## src/ilss_pkg.sv

```systemverilog
package ilss_pkg;

  // Instruction classes delivered by the predecoder with each instruction.
  localparam logic [4:0] CL_OTHER      = 5'h00; // No sequencing effect.
  localparam logic [4:0] CL_LOAD_A_IMM = 5'h01; // 4-bit immediate to A.
  localparam logic [4:0] CL_LOAD_EA_IMM= 5'h02; // 8-bit immediate to EA.
  localparam logic [4:0] CL_LOAD_HL_IMM= 5'h03; // 8-bit immediate to HL.
  localparam logic [4:0] CL_REF        = 5'h04; // One-byte table lookup.
  localparam logic [4:0] CL_TABLE_JUMP = 5'h05; // table_jump_pseudo.
  localparam logic [4:0] CL_TABLE_CALL = 5'h06; // table_subroutine_pseudo.
  localparam logic [4:0] CL_STEP_SKIP  = 5'h07; // Step and skip on wrap.
  localparam logic [4:0] CL_ADD_IMM_SKP= 5'h08; // add_immediate_skip.
  localparam logic [4:0] CL_BIT_TEST   = 5'h09; // Bit tests, skip on cond.
  localparam logic [4:0] CL_CMP_SKIP   = 5'h0a; // compare_skip_equal.
  localparam logic [4:0] CL_ADD_CARRY  = 5'h0b; // Add with carry.
  localparam logic [4:0] CL_SUB_BORROW = 5'h0c; // subtract_with_borrow_op.
  localparam logic [4:0] CL_CARRY_FLAG = 5'h0d; // Set, clear, invert carry.
  localparam logic [4:0] CL_INT_RETURN = 5'h0e; // interrupt_return_op.
  localparam logic [4:0] CL_BIT_CARRY  = 5'h0f; // Bit-to-carry and Booleans.
  localparam logic [4:0] CL_ROTATE     = 5'h10; // Rotate through carry.
  localparam logic [4:0] CL_LOAD_INDIR = 5'h11; // Pointer-indirect A load.
  localparam logic [4:0] CL_PTR_STEP   = 5'h12; // Pointer step with skip.
  localparam logic [4:0] CL_JUMP       = 5'h13; // Ordinary jump.
  localparam logic [4:0] CL_CALL       = 5'h14; // Ordinary call.

  // Lookup region bounds in program memory.
  localparam logic [11:0] REF_LO = 12'h020;
  localparam logic [11:0] REF_HI = 12'h07f;

  // Redundancy groups.
  localparam logic [1:0] RED_NONE = 2'h0;
  localparam logic [1:0] RED_ACC  = 2'h1;
  localparam logic [1:0] RED_PTR  = 2'h2;

  // Skip costs in extra machine cycles, and the long length code.
  localparam logic [1:0] SKIP_COST_NONE = 2'h0;
  localparam logic [1:0] SKIP_COST_SHORT= 2'h1;
  localparam logic [1:0] SKIP_COST_LONG = 2'h2;
  localparam logic [1:0] LEN_LONG       = 2'h3;

  // Bit addressing modes and their bases.
  localparam logic [1:0]  BM_MEMA = 2'h0;
  localparam logic [1:0]  BM_MEMB = 2'h1;
  localparam logic [1:0]  BM_HDA  = 2'h2;
  localparam logic [11:0] MEMA_LO = 12'hfb0;
  localparam logic [11:0] MEMA_HI = 12'hff0;
  localparam logic [11:0] MEMB_LO = 12'hfc0;
  localparam logic [3:0]  BANK_0  = 4'h0;

  // Sequencer states, one-hot.
  typedef enum logic [2:0] {
    ST_RUN  = 3'b001,
    ST_REF1 = 3'b010,
    ST_REF2 = 3'b100
  } ilss_state_e;

  // True for classes allowed to write the carry flag.
  function automatic logic ilss_carry_cls(input logic [4:0] c);
    return (c == CL_ADD_CARRY) || (c == CL_SUB_BORROW) ||
           (c == CL_CARRY_FLAG) || (c == CL_INT_RETURN) ||
           (c == CL_BIT_CARRY) || (c == CL_ROTATE);
  endfunction

endpackage

```

## src/ilss_bit_addr.sv

```systemverilog
`timescale 1ns/10ps
`default_nettype none
// Forms the data-memory nibble address and bit index of a bit operand.
module ilss_bit_addr (
  // Operand fields.
  input  wire logic [1:0]  mode_i,
  input  wire logic [7:0]  direct_i,
  input  wire logic [1:0]  bit_sel_i,
  // Pointer and bank state.
  input  wire logic [3:0]  ptr_low_i,
  input  wire logic [3:0]  ptr_high_i,
  input  wire logic        memory_bank_enable_flag_i,
  input  wire logic [3:0]  bank_sel_i,
  // Result.
  output logic      [11:0] addr_o,
  output logic      [1:0]  idx_o,
  output logic             ok_o
);
  import ilss_pkg::*;

  // Pure decode; the caller registers the result.
  always_comb begin
    addr_o = MEMA_LO;
    idx_o  = bit_sel_i;
    ok_o   = 1'b1;
    case (mode_i)
      // Upper direct bit fields, flags window or port window.
      BM_MEMA: begin
        addr_o = (direct_i[4] ? MEMA_HI : MEMA_LO) | {8'h00, direct_i[3:0]};
      end
      // Low pointer nibble picks the word and the bit.
      BM_MEMB: begin
        addr_o = MEMB_LO | {6'h00, direct_i[3:0], ptr_low_i[3:2]};
        idx_o  = ptr_low_i[1:0];
      end
      // Bank from the enable flag and select value, then high nibble.
      BM_HDA: begin
        addr_o = {(memory_bank_enable_flag_i ? bank_sel_i : BANK_0),
                  ptr_high_i, direct_i[3:0]};
      end
      // Unused encoding is flagged so the datapath can ignore it.
      default: begin
        ok_o = 1'b0;
      end
    endcase
  end
endmodule
`default_nettype wire

```

## src/ilss_seq.sv

```systemverilog
`timescale 1ns/10ps
`default_nettype none
module ilss_seq #(
  parameter int PC_W = 12
) (
  // Clock and reset.
  input  wire logic                  core_clk_i,
  input  wire logic                  reset_n_i,
  // Decoded instruction from program memory.
  input  wire logic                  instr_valid_i,
  input  wire logic [4:0]            instr_class_i,
  input  wire logic [7:0]            instr_opcode_i,
  input  wire logic [1:0]            instr_len_i,
  input  wire logic [PC_W-1:0]       instr_pc_i,
  // Datapath results for the same instruction.
  input  wire logic                  wrap_i,
  input  wire logic                  cond_i,
  input  wire logic                  branch_i,
  input  wire logic [PC_W-1:0]       branch_target_i,
  // Bit operand fields and bank state.
  input  wire logic [1:0]            bit_mode_i,
  input  wire logic [7:0]            bit_direct_i,
  input  wire logic [1:0]            bit_sel_i,
  input  wire logic [3:0]            ptr_low_i,
  input  wire logic [3:0]            ptr_high_i,
  input  wire logic                  memory_bank_enable_flag_i,
  input  wire logic [3:0]            bank_sel_i,
  // Sequencing results.
  output logic                       exec_o,
  output logic                       suppress_o,
  output logic                       carry_we_o,
  output logic [1:0]                 extra_cycles_o,
  output logic [PC_W-1:0]            fetch_addr_o,
  output logic                       push_ret_o,
  output logic [PC_W-1:0]            ret_addr_o,
  output logic                       in_table_o,
  output logic                       table_err_o,
  // Bit address.
  output logic [11:0]                bit_addr_o,
  output logic [1:0]                 bit_idx_o,
  output logic                       bit_ok_o
);
  import ilss_pkg::*;

  // The lookup region must fit in the program counter.
  if (PC_W < 8 || PC_W > 16) begin : g_chk
    $error("ilss_seq: PC_W must lie in 8..16");
  end

  // Whole state of the sequencer.
  typedef struct packed {
    ilss_state_e     st;        // Sequencing state.
    logic            skip_pend; // Next instruction is to be skipped.
    logic [1:0]      red;       // Active redundancy group.
    logic            adc_prev;  // Last executed was carry add/subtract.
    logic            adc_arm;   // And it asks to skip a following add-skip.
    logic [PC_W-1:0] ret_pc;    // Address after the lookup instruction.
    logic [PC_W-1:0] tbl_pc;    // Current lookup entry address.
    logic            exec, supp, carry_we, push, err, bit_ok, in_tbl;
    logic [1:0]      extra, bit_idx;
    logic [PC_W-1:0] fetch, ret_addr;
    logic [11:0]     bit_addr;
  } ilss_state_s;

  ilss_state_s      r_reg;      // Registered state.
  ilss_state_s      r_next;     // Next state.
  logic [PC_W-1:0]  seq_pc;     // Plain sequential successor.
  logic [PC_W-1:0]  ref_tgt;    // Lookup entry address, forced even.
  logic [1:0]       grp;        // Redundancy group of this instruction.
  logic             skipped;    // Instruction suppressed by a skip.
  logic [11:0]      ba_addr;
  logic [1:0]       ba_idx;
  logic             ba_ok;

  // Bit address decoder, registered below.
  ilss_bit_addr u_bit (
    .mode_i                    (bit_mode_i),
    .direct_i                  (bit_direct_i),
    .bit_sel_i                 (bit_sel_i),
    .ptr_low_i                 (ptr_low_i),
    .ptr_high_i                (ptr_high_i),
    .memory_bank_enable_flag_i (memory_bank_enable_flag_i),
    .bank_sel_i                (bank_sel_i),
    .addr_o                    (ba_addr),
    .idx_o                     (ba_idx),
    .ok_o                      (ba_ok)
  );

  // Helper terms shared by the next-state logic and the checks.
  always_comb begin
    seq_pc  = PC_W'(instr_pc_i + PC_W'(instr_len_i));
    // Entry start is even; the low opcode bit is ignored.
    ref_tgt = PC_W'({instr_opcode_i[6:1], 1'b0});
    case (instr_class_i)
      CL_LOAD_A_IMM, CL_LOAD_EA_IMM: grp = RED_ACC;
      CL_LOAD_HL_IMM:                grp = RED_PTR;
      default:                       grp = RED_NONE;
    endcase
    // An armed carry add/subtract skips the add-skip right after it.
    skipped = r_reg.skip_pend ||
              (r_reg.adc_arm && instr_class_i == CL_ADD_IMM_SKP);
  end

  // Next-state logic: one decision per delivered instruction.
  always_comb begin
    r_next          = r_reg;
    r_next.exec     = 1'b0;
    r_next.supp     = 1'b0;
    r_next.carry_we = 1'b0;
    r_next.extra    = SKIP_COST_NONE;
    r_next.push     = 1'b0;
    r_next.err      = 1'b0;
    r_next.bit_addr = ba_addr;
    r_next.bit_idx  = ba_idx;
    r_next.bit_ok   = ba_ok;
    if (instr_valid_i) begin
      r_next.skip_pend = 1'b0;
      r_next.adc_prev  = 1'b0;
      r_next.adc_arm   = 1'b0;
      // Default flow: leave the table, step through it, or step on sequentially when running.
      case (r_reg.st)
        ST_REF1: begin
          if (instr_len_i == 2'h1) begin
            r_next.st    = ST_REF2;
            r_next.fetch = PC_W'(r_reg.tbl_pc + 1'b1);
            // First of a pair must be an indirect load, MSB set.
            r_next.err = (instr_class_i != CL_LOAD_INDIR) ||
                         !instr_opcode_i[7];
          end else begin
            r_next.st    = ST_RUN;
            r_next.fetch = r_reg.ret_pc;
          end
        end
        ST_REF2: begin
          r_next.st    = ST_RUN;
          r_next.fetch = r_reg.ret_pc;
          // Second of a pair must be a pointer step-skip.
          r_next.err   = instr_class_i != CL_PTR_STEP;
        end
        default: begin
          r_next.st    = ST_RUN;
          r_next.fetch = seq_pc;
        end
      endcase
      if (skipped) begin
        // Fetched and stepped past, no effects; cost by length.
        r_next.supp = 1'b1;
        r_next.red  = RED_NONE;
        // A skipped lookup costs one cycle whatever it refers to.
        r_next.extra = (instr_len_i == LEN_LONG && instr_class_i != CL_REF) ?
                       SKIP_COST_LONG : SKIP_COST_SHORT;
      end else if (grp != RED_NONE && grp == r_reg.red) begin
        // Repeated immediate load acts as a no-op.
        r_next.supp = 1'b1;
      end else begin
        r_next.exec = 1'b1;
        r_next.red  = grp;
        case (instr_class_i)
          CL_REF: begin
            // Enter the table; the return point is saved.
            if (r_reg.st == ST_RUN) begin
              r_next.st     = ST_REF1;
              r_next.ret_pc = seq_pc;
              r_next.tbl_pc = ref_tgt;
              r_next.fetch  = ref_tgt;
              r_next.err    = ref_tgt < PC_W'(REF_LO) ||
                              ref_tgt > PC_W'(REF_HI);
            end
            r_next.red = RED_NONE; // Cancel earlier redundancy.
          end
          CL_STEP_SKIP, CL_PTR_STEP: r_next.skip_pend = wrap_i;
          // After carry add/subtract it cannot skip.
          CL_ADD_IMM_SKP: r_next.skip_pend = wrap_i && !r_reg.adc_prev;
          // Tests and compares skip on condition, carry untouched.
          CL_BIT_TEST, CL_CMP_SKIP: r_next.skip_pend = cond_i;
          CL_ADD_CARRY: begin
            r_next.carry_we = 1'b1;
            r_next.adc_prev = 1'b1;
            r_next.adc_arm  = wrap_i; // Overflow.
          end
          CL_SUB_BORROW: begin
            r_next.carry_we = 1'b1;
            r_next.adc_prev = 1'b1;
            r_next.adc_arm  = !wrap_i; // No borrow.
          end
          CL_CARRY_FLAG, CL_INT_RETURN, CL_BIT_CARRY,
          CL_ROTATE: r_next.carry_we = 1'b1;
          CL_TABLE_CALL, CL_CALL: begin
            // Return lands after the lookup when called from it.
            r_next.push     = 1'b1;
            r_next.ret_addr = (r_reg.st == ST_RUN) ? seq_pc : r_reg.ret_pc;
          end
          default: ;
        endcase
        // Any taken branch other than a lookup, table forms included, leaves the table.
        if (branch_i && instr_class_i != CL_REF) begin
          r_next.st    = ST_RUN;
          r_next.fetch = branch_target_i;
        end
      end
    end
    r_next.in_tbl = r_next.st != ST_RUN; // Registered copy of the state.
  end

  // State register; reset starts fetching at address zero.
  always_ff @(posedge core_clk_i or negedge reset_n_i) begin
    if (!reset_n_i) begin
      r_reg <= '{st: ST_RUN, red: RED_NONE, extra: SKIP_COST_NONE,
                 default: '0};
    end else begin
      r_reg <= r_next;
    end
  end

  // Outputs straight from the state register.
  assign exec_o         = r_reg.exec;
  assign suppress_o     = r_reg.supp;
  assign carry_we_o     = r_reg.carry_we;
  assign extra_cycles_o = r_reg.extra;
  assign fetch_addr_o   = r_reg.fetch;
  assign push_ret_o     = r_reg.push;
  assign ret_addr_o     = r_reg.ret_addr;
  assign in_table_o     = r_reg.in_tbl;
  assign table_err_o    = r_reg.err;
  assign bit_addr_o     = r_reg.bit_addr;
  assign bit_idx_o      = r_reg.bit_idx;
  assign bit_ok_o       = r_reg.bit_ok;

  AST_REF_ENTER: assert property (@(posedge core_clk_i) disable iff (!reset_n_i)
    instr_valid_i && instr_class_i == CL_REF && r_reg.st == ST_RUN &&
    !skipped |=> fetch_addr_o == $past(ref_tgt) && in_table_o)
    else $error("lookup did not fetch its entry");
  AST_REF_RETURN: assert property (@(posedge core_clk_i) disable iff (!reset_n_i)
    instr_valid_i && r_reg.st == ST_REF1 && instr_len_i == 2'h2 &&
    !branch_i |=> fetch_addr_o == $past(r_reg.ret_pc) && !in_table_o)
    else $error("lookup did not resume after itself");
  AST_REF_SKIPPED: assert property (@(posedge core_clk_i) disable iff (!reset_n_i)
    instr_valid_i && r_reg.skip_pend && instr_class_i == CL_REF
    |=> suppress_o && extra_cycles_o == 2'h1 && !in_table_o)
    else $error("skipped lookup mishandled");
  AST_ACC_REDUNDANT: assert property (@(posedge core_clk_i) disable iff (!reset_n_i)
    instr_valid_i && !skipped && r_reg.red == RED_ACC &&
    instr_class_i == CL_LOAD_EA_IMM |=> suppress_o && !exec_o)
    else $error("redundant accumulator load executed");
  AST_PTR_REDUNDANT: assert property (@(posedge core_clk_i) disable iff (!reset_n_i)
    instr_valid_i && !skipped && instr_class_i == CL_LOAD_HL_IMM
    ##1 instr_valid_i && !skipped && instr_class_i == CL_LOAD_HL_IMM
    |=> suppress_o && extra_cycles_o == 2'h0)
    else $error("redundant pointer load executed");
  AST_REF_CANCEL: assert property (@(posedge core_clk_i) disable iff (!reset_n_i)
    instr_valid_i && !skipped && instr_class_i == CL_REF
    ##1 instr_valid_i && instr_class_i == CL_LOAD_EA_IMM &&
    !r_reg.skip_pend |=> exec_o)
    else $error("entry after lookup was suppressed");
  AST_STEP_SKIP: assert property (@(posedge core_clk_i) disable iff (!reset_n_i)
    instr_valid_i && !skipped && instr_class_i == CL_STEP_SKIP && wrap_i
    ##1 instr_valid_i |=> suppress_o && !carry_we_o)
    else $error("wrap did not skip the next instruction");
  AST_TEST_SKIP: assert property (@(posedge core_clk_i) disable iff (!reset_n_i)
    instr_valid_i && !skipped && instr_class_i == CL_BIT_TEST
    |=> !carry_we_o && r_reg.skip_pend == $past(cond_i))
    else $error("bit test skip wrong");
  AST_CARRY_ONLY: assert property (@(posedge core_clk_i) disable iff (!reset_n_i)
    carry_we_o |-> $past(ilss_carry_cls(instr_class_i)) && exec_o)
    else $error("carry written by a foreign class");
  AST_ADC_ADS: assert property (@(posedge core_clk_i) disable iff (!reset_n_i)
    instr_valid_i && r_reg.adc_arm && instr_class_i == CL_ADD_IMM_SKP
    |=> suppress_o && !exec_o && !r_reg.skip_pend)
    else $error("armed add-skip not bypassed");
  AST_SUPP_CLEAN: assert property (@(posedge core_clk_i) disable iff (!reset_n_i)
    instr_valid_i && r_reg.skip_pend && r_reg.st == ST_RUN
    |=> !exec_o && !carry_we_o && !push_ret_o &&
        fetch_addr_o == $past(seq_pc))
    else $error("suppressed instruction had an effect");
endmodule
`default_nettype wire

```

## config.mk

```make
export PLATFORM = sky130hd
export DESIGN_NAME = ilss_seq
export DESIGN_NICKNAME = d
export VERILOG_FILES = /design/src/ilss_pkg.sv /design/src/ilss_bit_addr.sv /design/src/ilss_seq.sv
export SDC_FILE = /design/constraint.sdc
export NUM_CORES = 1
export LEC_CHECK = 0
export BUFFER_PORTS_ARGS = -buffer_cell sky130_fd_sc_hd__buf_2
export CAP_MARGIN = 5
export CORE_ASPECT_RATIO = 0.6
export CORE_MARGIN = 5
export CORE_UTILIZATION = 30
export DETAILED_ROUTE_END_ITERATION = 8
export GPL_TIMING_DRIVEN = 0
export SLEW_MARGIN = 30
export SYNTH_ARGS = -nofsm -noshare
export SYNTH_HDL_FRONTEND = slang
export SYNTH_HIERARCHICAL = 1
export SYNTH_SLANG_ARGS = --single-unit
```

## constraint.sdc

```tcl
create_clock -name core_clk_i -period 5.7 [get_ports core_clk_i]
set_input_delay 0.855 -clock core_clk_i [delete_from_list [all_inputs] [get_ports core_clk_i]]
set_output_delay 0.855 -clock core_clk_i [all_outputs]
set_load 0.005 [all_outputs]
```

# Word-level counts from Yosys, hierarchy flattened
# Cells that the tools add are included.
[op_classes]
add_sub_neg = 2
order_cmp = 2
n_eq_ne = 30
mux = 43
bitwise = 3
reduce_logical = 22
[op_table]
columns = ["cell", "count"]
rows = [
  ["two-way mux 24 bit", 4],
  ["two-way mux 12 bit", 6],
  ["== test 5 x 4 -> 1 bit, second input constant", 8],
  ["two-way mux 37 bit", 1],
  ["one-hot mux 12 bit (3 select lines)", 1],
  ["two-way mux 33 bit", 1],
  ["two-way mux 27 bit", 1],
  ["one-hot mux 12 bit (2 select lines)", 1],
  ["two-way mux 3 bit", 7],
  ["== test 5 x 3 -> 1 bit, second input constant", 3],
  ["== test 5 bit, second input constant", 3],
  ["adder 12 x 2 -> 12 bit", 1],
  ["two-way mux 2 bit", 6],
  ["bitwise OR 12 x 4 -> 12 bit", 1],
  ["== test 5 x 2 -> 1 bit, second input constant", 2],
  ["!= test 5 bit, second input constant", 2],
  ["adder 7 x 1 -> 8 bit, second input constant", 1],
  ["two-way mux 1 bit", 8],
  ["two-way mux 4 bit", 2],
  ["one-hot mux 2 bit (2 select lines)", 2],
  ["OR reduction 2 bit", 4],
  ["greater-than comparator 7 bit, second input constant", 1],
  ["less-than comparator 7 x 6 -> 1 bit, second input constant", 1],
  ["two-way mux 7 bit", 1],
  ["other kinds (23)", 34],
]
[word_totals]
ff_bits = 73
input_bits = 70
out_inout_bits = 47

# Depth between registers and ports, before layout
# Gate-level depths: netlist of run 1.
[depth]
depth_word = 10
depth_mapped = 8
depth_no_buf = 8

# By module
# Netlist of run 1, hierarchy kept.
[by_module_without_submodules]
columns = ["mod", "n_inst", "cells_per_inst", "area_each_um2", "seq_area_each_um2"]
rows = [
  ["ilss_seq", 1, 428, 4135.2, 1828.0],
  ["ilss_bit_addr", 1, 25, 176.4, 0.0],
]

# Worst setup path after synthesis of run 1
# Ideal clock, no wire load.
[synth_timing]
path_type = "input-to-reg"
from = "input port instr_len_i[0]"
to = "register r_reg, in the netlist fetch_addr_o[10]"
arrival_time_ns = 2.744
setup_slack_ns = 2.874
cell_stages = 8
cell_sequence = "ha_1 inv_1 fa_1 nand4b_1 or3_1 or3_1 a32o_1 a31oi_1"
[synth_between]
elab_chain_len = 8
[synth_lines]
columns = ["element", "line_no", "text"]
rows = [
  ["start, declared", "ilss_seq.sv:13", "input wire logic [1:0] instr_len_i,"],
  ["parallel branches: the longest is 2 deep, another holds adder 12 x 2 -> 12 bit", "-", ""],
  ["one-hot mux 12 bit (2 select lines) (*)", "ilss_seq.sv:121", "case (r_reg.st)"],
  ["two-way mux 12 bit", "ilss_seq.sv:161", "if (r_reg.st == ST_RUN) begin"],
  ["two-way mux 12 bit", "ilss_seq.sv:158", "case (instr_class_i)"],
  ["two-way mux 12 bit", "ilss_seq.sv:196", "if (branch_i && instr_class_i != CL_REF) begin"],
  ["two-way mux 24 bit", "ilss_seq.sv:152", "end else if (grp != RED_NONE && grp == r_reg.red) begin"],
  ["two-way mux 24 bit (*)", "ilss_seq.sv:145", "if (skipped) begin"],
  ["end signal, assigned", "ilss_seq.sv:208", "r_reg <= '{st: ST_RUN, red: RED_NONE, extra: SKIP_COST_NONE,"],
  ["end signal, assigned", "ilss_seq.sv:211", "r_reg <= r_next;"],
  ["end, declared", "ilss_seq.sv:65", "ilss_state_s r_reg;"],
]
# Mark *: on every way between the ends.
# A chain may end at the register's enable or synchronous reset.

# Worst setup path after layout of run 1
# Ends and elaborated chain as after synthesis.

==> results_dict.tcl, run 1 <==
set metrics [dict create \
    status "finished, final reports clean" \
    clkLatencyLatePin_ns 0.33 \
    cp_top_family "simple AND/OR/NAND/NOR gates" \
    synth_edf_count 0 \
    end_kind "flop" \
    synthTopCellsByCount "dfrtp_1 (72), buf_4 (41), nand2_1 (37)" \
    cts_buffers 9 \
    syn_to_final_growth_pct 26.5 \
    yosysTopAreaCell "dfrtp_1" \
    ys_ff_latch 73 \
    power_leakage_nw 2.66 \
    timing.final.crit_period_ns 3.00 \
    grt.overflow.total 0 \
    ctsHoldBuffers 0 \
    total_power_mw 1.55 \
    clock-root-buffer "clkbuf_16" \
    cts_tree "built" \
    pwr_density_cell_nw_per_um2 284 \
    grt_max_degree 48 \
    path_class "input pin to flop" \
    setup_tns_ns 0 \
    initial_utilization_pct 31.1 \
    wirelength_um 13500 \
    post_cts_buffers 0 \
    routed_via_density 4.96 \
    yosysTopAreaCellShare_pct 41.8 \
    cp.required_ns 5.96 \
    grt_pass1_wl_um 20800 \
    die_h_um 103 \
    irDropWorstVdd_uv 131 \
    fin_skew_ns 0.00614 \
    rsz0062_at_grt "false" \
    slew_headroom_pct 33.2 \
    cts_resized 0 \
    netlist_instances 453 \
    nets 650 \
    synth_cell_type_count 67 \
    die-area_um2 16900 \
    portBuffers 112 \
    synth.most_common_cell "dfrtp_1" \
    maxSlewViolCount 0 \
    min_period_over_period_pct 52.6 \
    fillers 1431 \
    place.gp.congestion 0.888 \
    antenna_found_initial 0 \
    core_area_um2 13900 \
    setup_viol 0 \
    startpoint_type "input pin" \
    cp.arrival_ns 3.26 \
    cp_cell_sequence "buf_2 -> ha_1 -> inv_1 -> fa_1 -> nand4b_1 -> or3_1 -> or3_1 -> a32o_1 -> a31oi_1" \
    cpMaxStageDelayCell "or3_1" \
    synth.avg_cell_area_um2 9.52 \
    firstDrtPassIters 7 \
    synthTopCellsByArea "dfrtp_1 (42%), buf_4 (7.1%), nand2_1 (3.2%)" \
    grt_pass1_vias 3699 \
    rr_worst_depth 7 \
    cpMostUsedCell "or3_1" \
    path_buf_inv 2 \
    drt_iter0_markers 286 \
    synth_area_um2 4310 \
    path_max_fanout 5 \
    detailed_place_hpwl_um 10500 \
    rows 33 \
    synth_ff_type "dfrtp_1" \
    die_x_um 165 \
    finalHoldViolations 0 \
    vias 3840 \
    cts.reportedPaths.clkPinSlew_ns 0.06 \
    max_stage_delay_ns 0.44 \
    synth-async-reset-ratio_pct 100 \
    layout-drive-gt1-share_pct 35.9 \
    clk_path_buf_depth 2 \
    drc_errors 0 \
    max_freq_ghz 0.333 \
    synth_fp_nets 526 \
    hp-class "input pin to async pin" \
    pin_count 117 \
    antennaDiodeCount 0 \
    drv_cap 0 \
    r2r-start "r_reg[76]" \
    cts_max_level 3 \
    detail-route-antenna-nets 0 \
    yosysWarnings 6 \
    cts_sinks 73 \
    final_core_util_pct 39.3 \
    largest_register_ffs 26 \
    grt.total_usage_pct 16.1 \
    ys_seq_area_share_pct 42.4 \
    tightest_slew_ns 0.994 \
    wire_per_inst_um 17.4 \
    cp.depth 9 \
    crit_start "instr_len_i[0]" \
]
==> layout make-up <==
cell class | instances | area [µm²] | area share [%]
repair buffers | 113 | 591 | 10.8
plain buffers | 62 | 418 | 7.66
clock inverters | 7 | 77.6 | 1.42
multi-input cells | 295 | 1990 | 36.5
clock buffers | 9 | 225 | 4.13
flip-flops and latches | 73 | 1830 | 33.5
inverters | 23 | 86.3 | 1.58
well taps | 192 | 240 | 4.40
==> layout by cell type (no fill, tap or decap), types with 14 or more instances in the layout <==
cell	Yosys	routed
o21ai_0	21	21
buf_4	41	42
nand2_1	37	37
a21oi_1	15	15
a31oi_1	14	14
buf_2	7	118
dfrtp_1	72	72
nor2_1	30	30
inv_1	23	23
==> through the flow <==
stage | cell area [µm²] | std cells | setup slack [ns] | hold WS, ns
finish | 5460 | 774 | 2.70 | 0.453
detailed placement | 5150 | 758 | 2.38 | 0.470
global placement | 5110 | 757 | 2.38 | 0.465
floorplan | 4310 | 453 | 2.87 | 0.451
CTS | 5450 | 774 | 2.72 | 0.463
global route | 5460 | 774 | 2.59 | 0.480
==> final timing paths <==
path                                     to  slack [ns]
max reg2reg                   ret_addr_o[3]        3.07
min in group core_clk_i       ret_addr_o[8]        0.48
min reg2reg                   ret_addr_o[8]        0.48
max                        fetch_addr_o[10]        2.70
min                           ret_addr_o[9]        0.45
max in group asynchronous         r_reg[76]        4.62
==> metal layers <==
metal | GRT usage, % | part of all wire [%] | wire length, µm
met1 | 25.6 | 50 | 6690
met2 | 21.6 | 40 | 5390
met3 | 3.96 | 9.0 | 1220
met4 | 3.77 | 1.3 | 174
met5 | 0 | 0 | 0
==> cell families (layout without fill, tap and decap cells) <==
logic type,after synthesis,after routing,share of synthesized area [%]
simple gates,152,152,19.3
fa+ha+maj,3,3,1.04
xor+xnor,9,9,1.83
flops,73,73,42.4
compound gates,103,103,16.4
mux,28,28,7.31
buf+inv,85,214,11.7
==> where the power goes <==
part	switching (mW)	leakage (nW)	total (mW)	internal, mW
Clock	0.235	0.146	0.578	0.343
Combinational	0.156	1.63	0.332	0.175
Sequential	0.0457	0.882	0.638	0.592
Total	0.437	2.66	1.55	1.11
(Power assumes the default switching activity.)
==> run 2: changes to the inputs <==
Clock period 5.7 ns to 2.85 ns, I/O delays scaled along.
==> run 2 against run 1 <==
Net effect:
- die area is the same
- global-route usage unchanged
- final area unchanged
- core utilization is the same
- wire length rose by 0.30%
- register-to-register slack got worse by 2.8 ns
- count of clock-buffer cells in the layout unchanged
- critical path type is now flop to flop
- critical endpoint is now ret_addr_o[3]
- highest routed layer unchanged
==> results_dict.tcl, run 2 (synthesis results as in run 1) <==
set metrics [dict create \
    status "finished, final reports clean" \
    post_cts_buffers 0 \
    path_buf_inv 4 \
    total_power_mw 3.09 \
    design_area_um2 5460 \
    syn_to_final_growth_pct 26.5 \
    startpoint_type "flop" \
    cts_resized 0 \
    maxSlewViolCount 0 \
    routed_via_density 4.96 \
    cpMostUsedCell "clkbuf_1" \
    place_ws_ns -0.0467 \
    pin_count 117 \
    nets 650 \
    antennaDiodeCount 0 \
    irDropWorstVdd_uv 262 \
    timing.final.crit_period_ns 2.61 \
    core_area_um2 13900 \
    tightest_slew_ns 1.02 \
    rsz0062_at_grt "false" \
    max_freq_ghz 0.383 \
    drt_iter0_markers 299 \
    portBuffers 112 \
    rows 33 \
    drv_cap 0 \
    finalHoldViolations 0 \
    cts_tree "built" \
    initial_utilization_pct 31.1 \
    min_period_over_period_pct 91.6 \
    setup_viol 0 \
    die_h_um 103 \
    grt_pass1_vias 3686 \
    detail-route-antenna-nets 0 \
    pwr_density_cell_nw_per_um2 567 \
    cp_cell_sequence "buf_4 -> inv_1 -> nor3_1 -> clkbuf_1 -> clkbuf_1 -> mux2i_1 -> o21ai_0" \
    wire_per_inst_um 17.5 \
    grt_max_degree 48 \
    fin_hold_ws_ns 0.0284 \
    grt.overflow.total 0 \
    largest_register_ffs 26 \
    grt_pass1_wl_um 20800 \
    cts_max_level 3 \
    cp_top_family "buffers and inverters" \
    setup_ws_ns 0.241 \
    cpMaxStageDelayCell "clkbuf_1" \
    cts_buffers 9 \
    place.gp.congestion 0.888 \
    path_class "flop to flop" \
    clk_path_buf_depth 2 \
    fin_skew_ns 0.00605 \
    clkLatencyLatePin_ns 0.33 \
    setup_tns_ns 0 \
    grt.total_usage_pct 16.1 \
    max_stage_delay_ns 0.60 \
    place_area_um2 5150 \
    final_common_cell "buf_2" \
    path_max_fanout 10 \
    cp.arrival_ns 2.81 \
    firstDrtPassIters 5 \
    hp-class "input pin to async pin" \
    cp.required_ns 3.06 \
    vias 3842 \
    end_kind "flop" \
    slew_headroom_pct 31.4 \
    detailed_place_hpwl_um 10500 \
    ctsHoldBuffers 0 \
    clock-root-buffer "clkbuf_16" \
    drc_errors 0 \
    wirelength_um 13500 \
    cts.reportedPaths.clkPinSlew_ns 0.06 \
    die-area_um2 16900 \
    die_x_um 165 \
    cts_sinks 73 \
    final_cell_mix "buf_2 (118), dfrtp_1 (72), buf_4 (42)" \
    layout-drive-gt1-share_pct 35.9 \
    antenna_found_initial 0 \
    power_leakage_nw 2.66 \
]
run 2: power by group:
part	internal [mW]	switching, mW	total [mW]
sequential	1.18	0.0907	1.27
combinational	0.351	0.313	0.663
clock	0.685	0.469	1.15
run 2: routing by layer:
layer  global-route usage (%)  up-vias  wire length [µm]
met2                     21.7      164              5470
met4                     3.58        0               157
met1                     25.6     1843              6680
met5                        0        -                 0
met3                     3.88       13              1210
li1                         -     1822                 -
run 2: worst paths after layout:
kind / from / endpoint / slack (ns) / cells after the start
max: r_reg[76] / ret_addr_o[3] / 0.24 / 7
min: reset_n_i / ret_addr_o[9] / 0.03 / 1
max reg2reg: r_reg[76] / ret_addr_o[3] / 0.24 / 7
min reg2reg: ret_addr_o[8] / ret_addr_o[8] / 0.48 / 1
max in group asynchronous: reset_n_i / r_reg[76] / 2.19 / 2
min in group core_clk_i: ptr_high_i[3] / bit_addr_o[7] / 0.29 / 2
run 2: layout make-up:
cell class              instances  area [µm²]
fillers                      1431        8420
flip-flops and latches         73        1830
clock buffers                   9         225
plain buffers                  62         418
inverters                      23        86.3
repair buffers                113         591
clock inverters                 7        77.6
multi-input cells             295        1990
well taps                     192         240
run 2: through the flow:
stage | instances | util [%]
after floorplan | 453 | -
after global placement | 757 | 36.9
after detailed placement | 758 | 37.1
after CTS | 774 | 39.3
after global routing | 774 | 39.3
final | 774 | 39.3
run 2: worst reg2reg max path: stages (launching register included):
cell and delay, ns:
dfstp_2 0.51, buf_4 0.17, inv_1 0.10, nor3_1 0.24, clkbuf_1 0.46, clkbuf_1 0.60
mux2i_1 0.30, o21ai_0 0.10
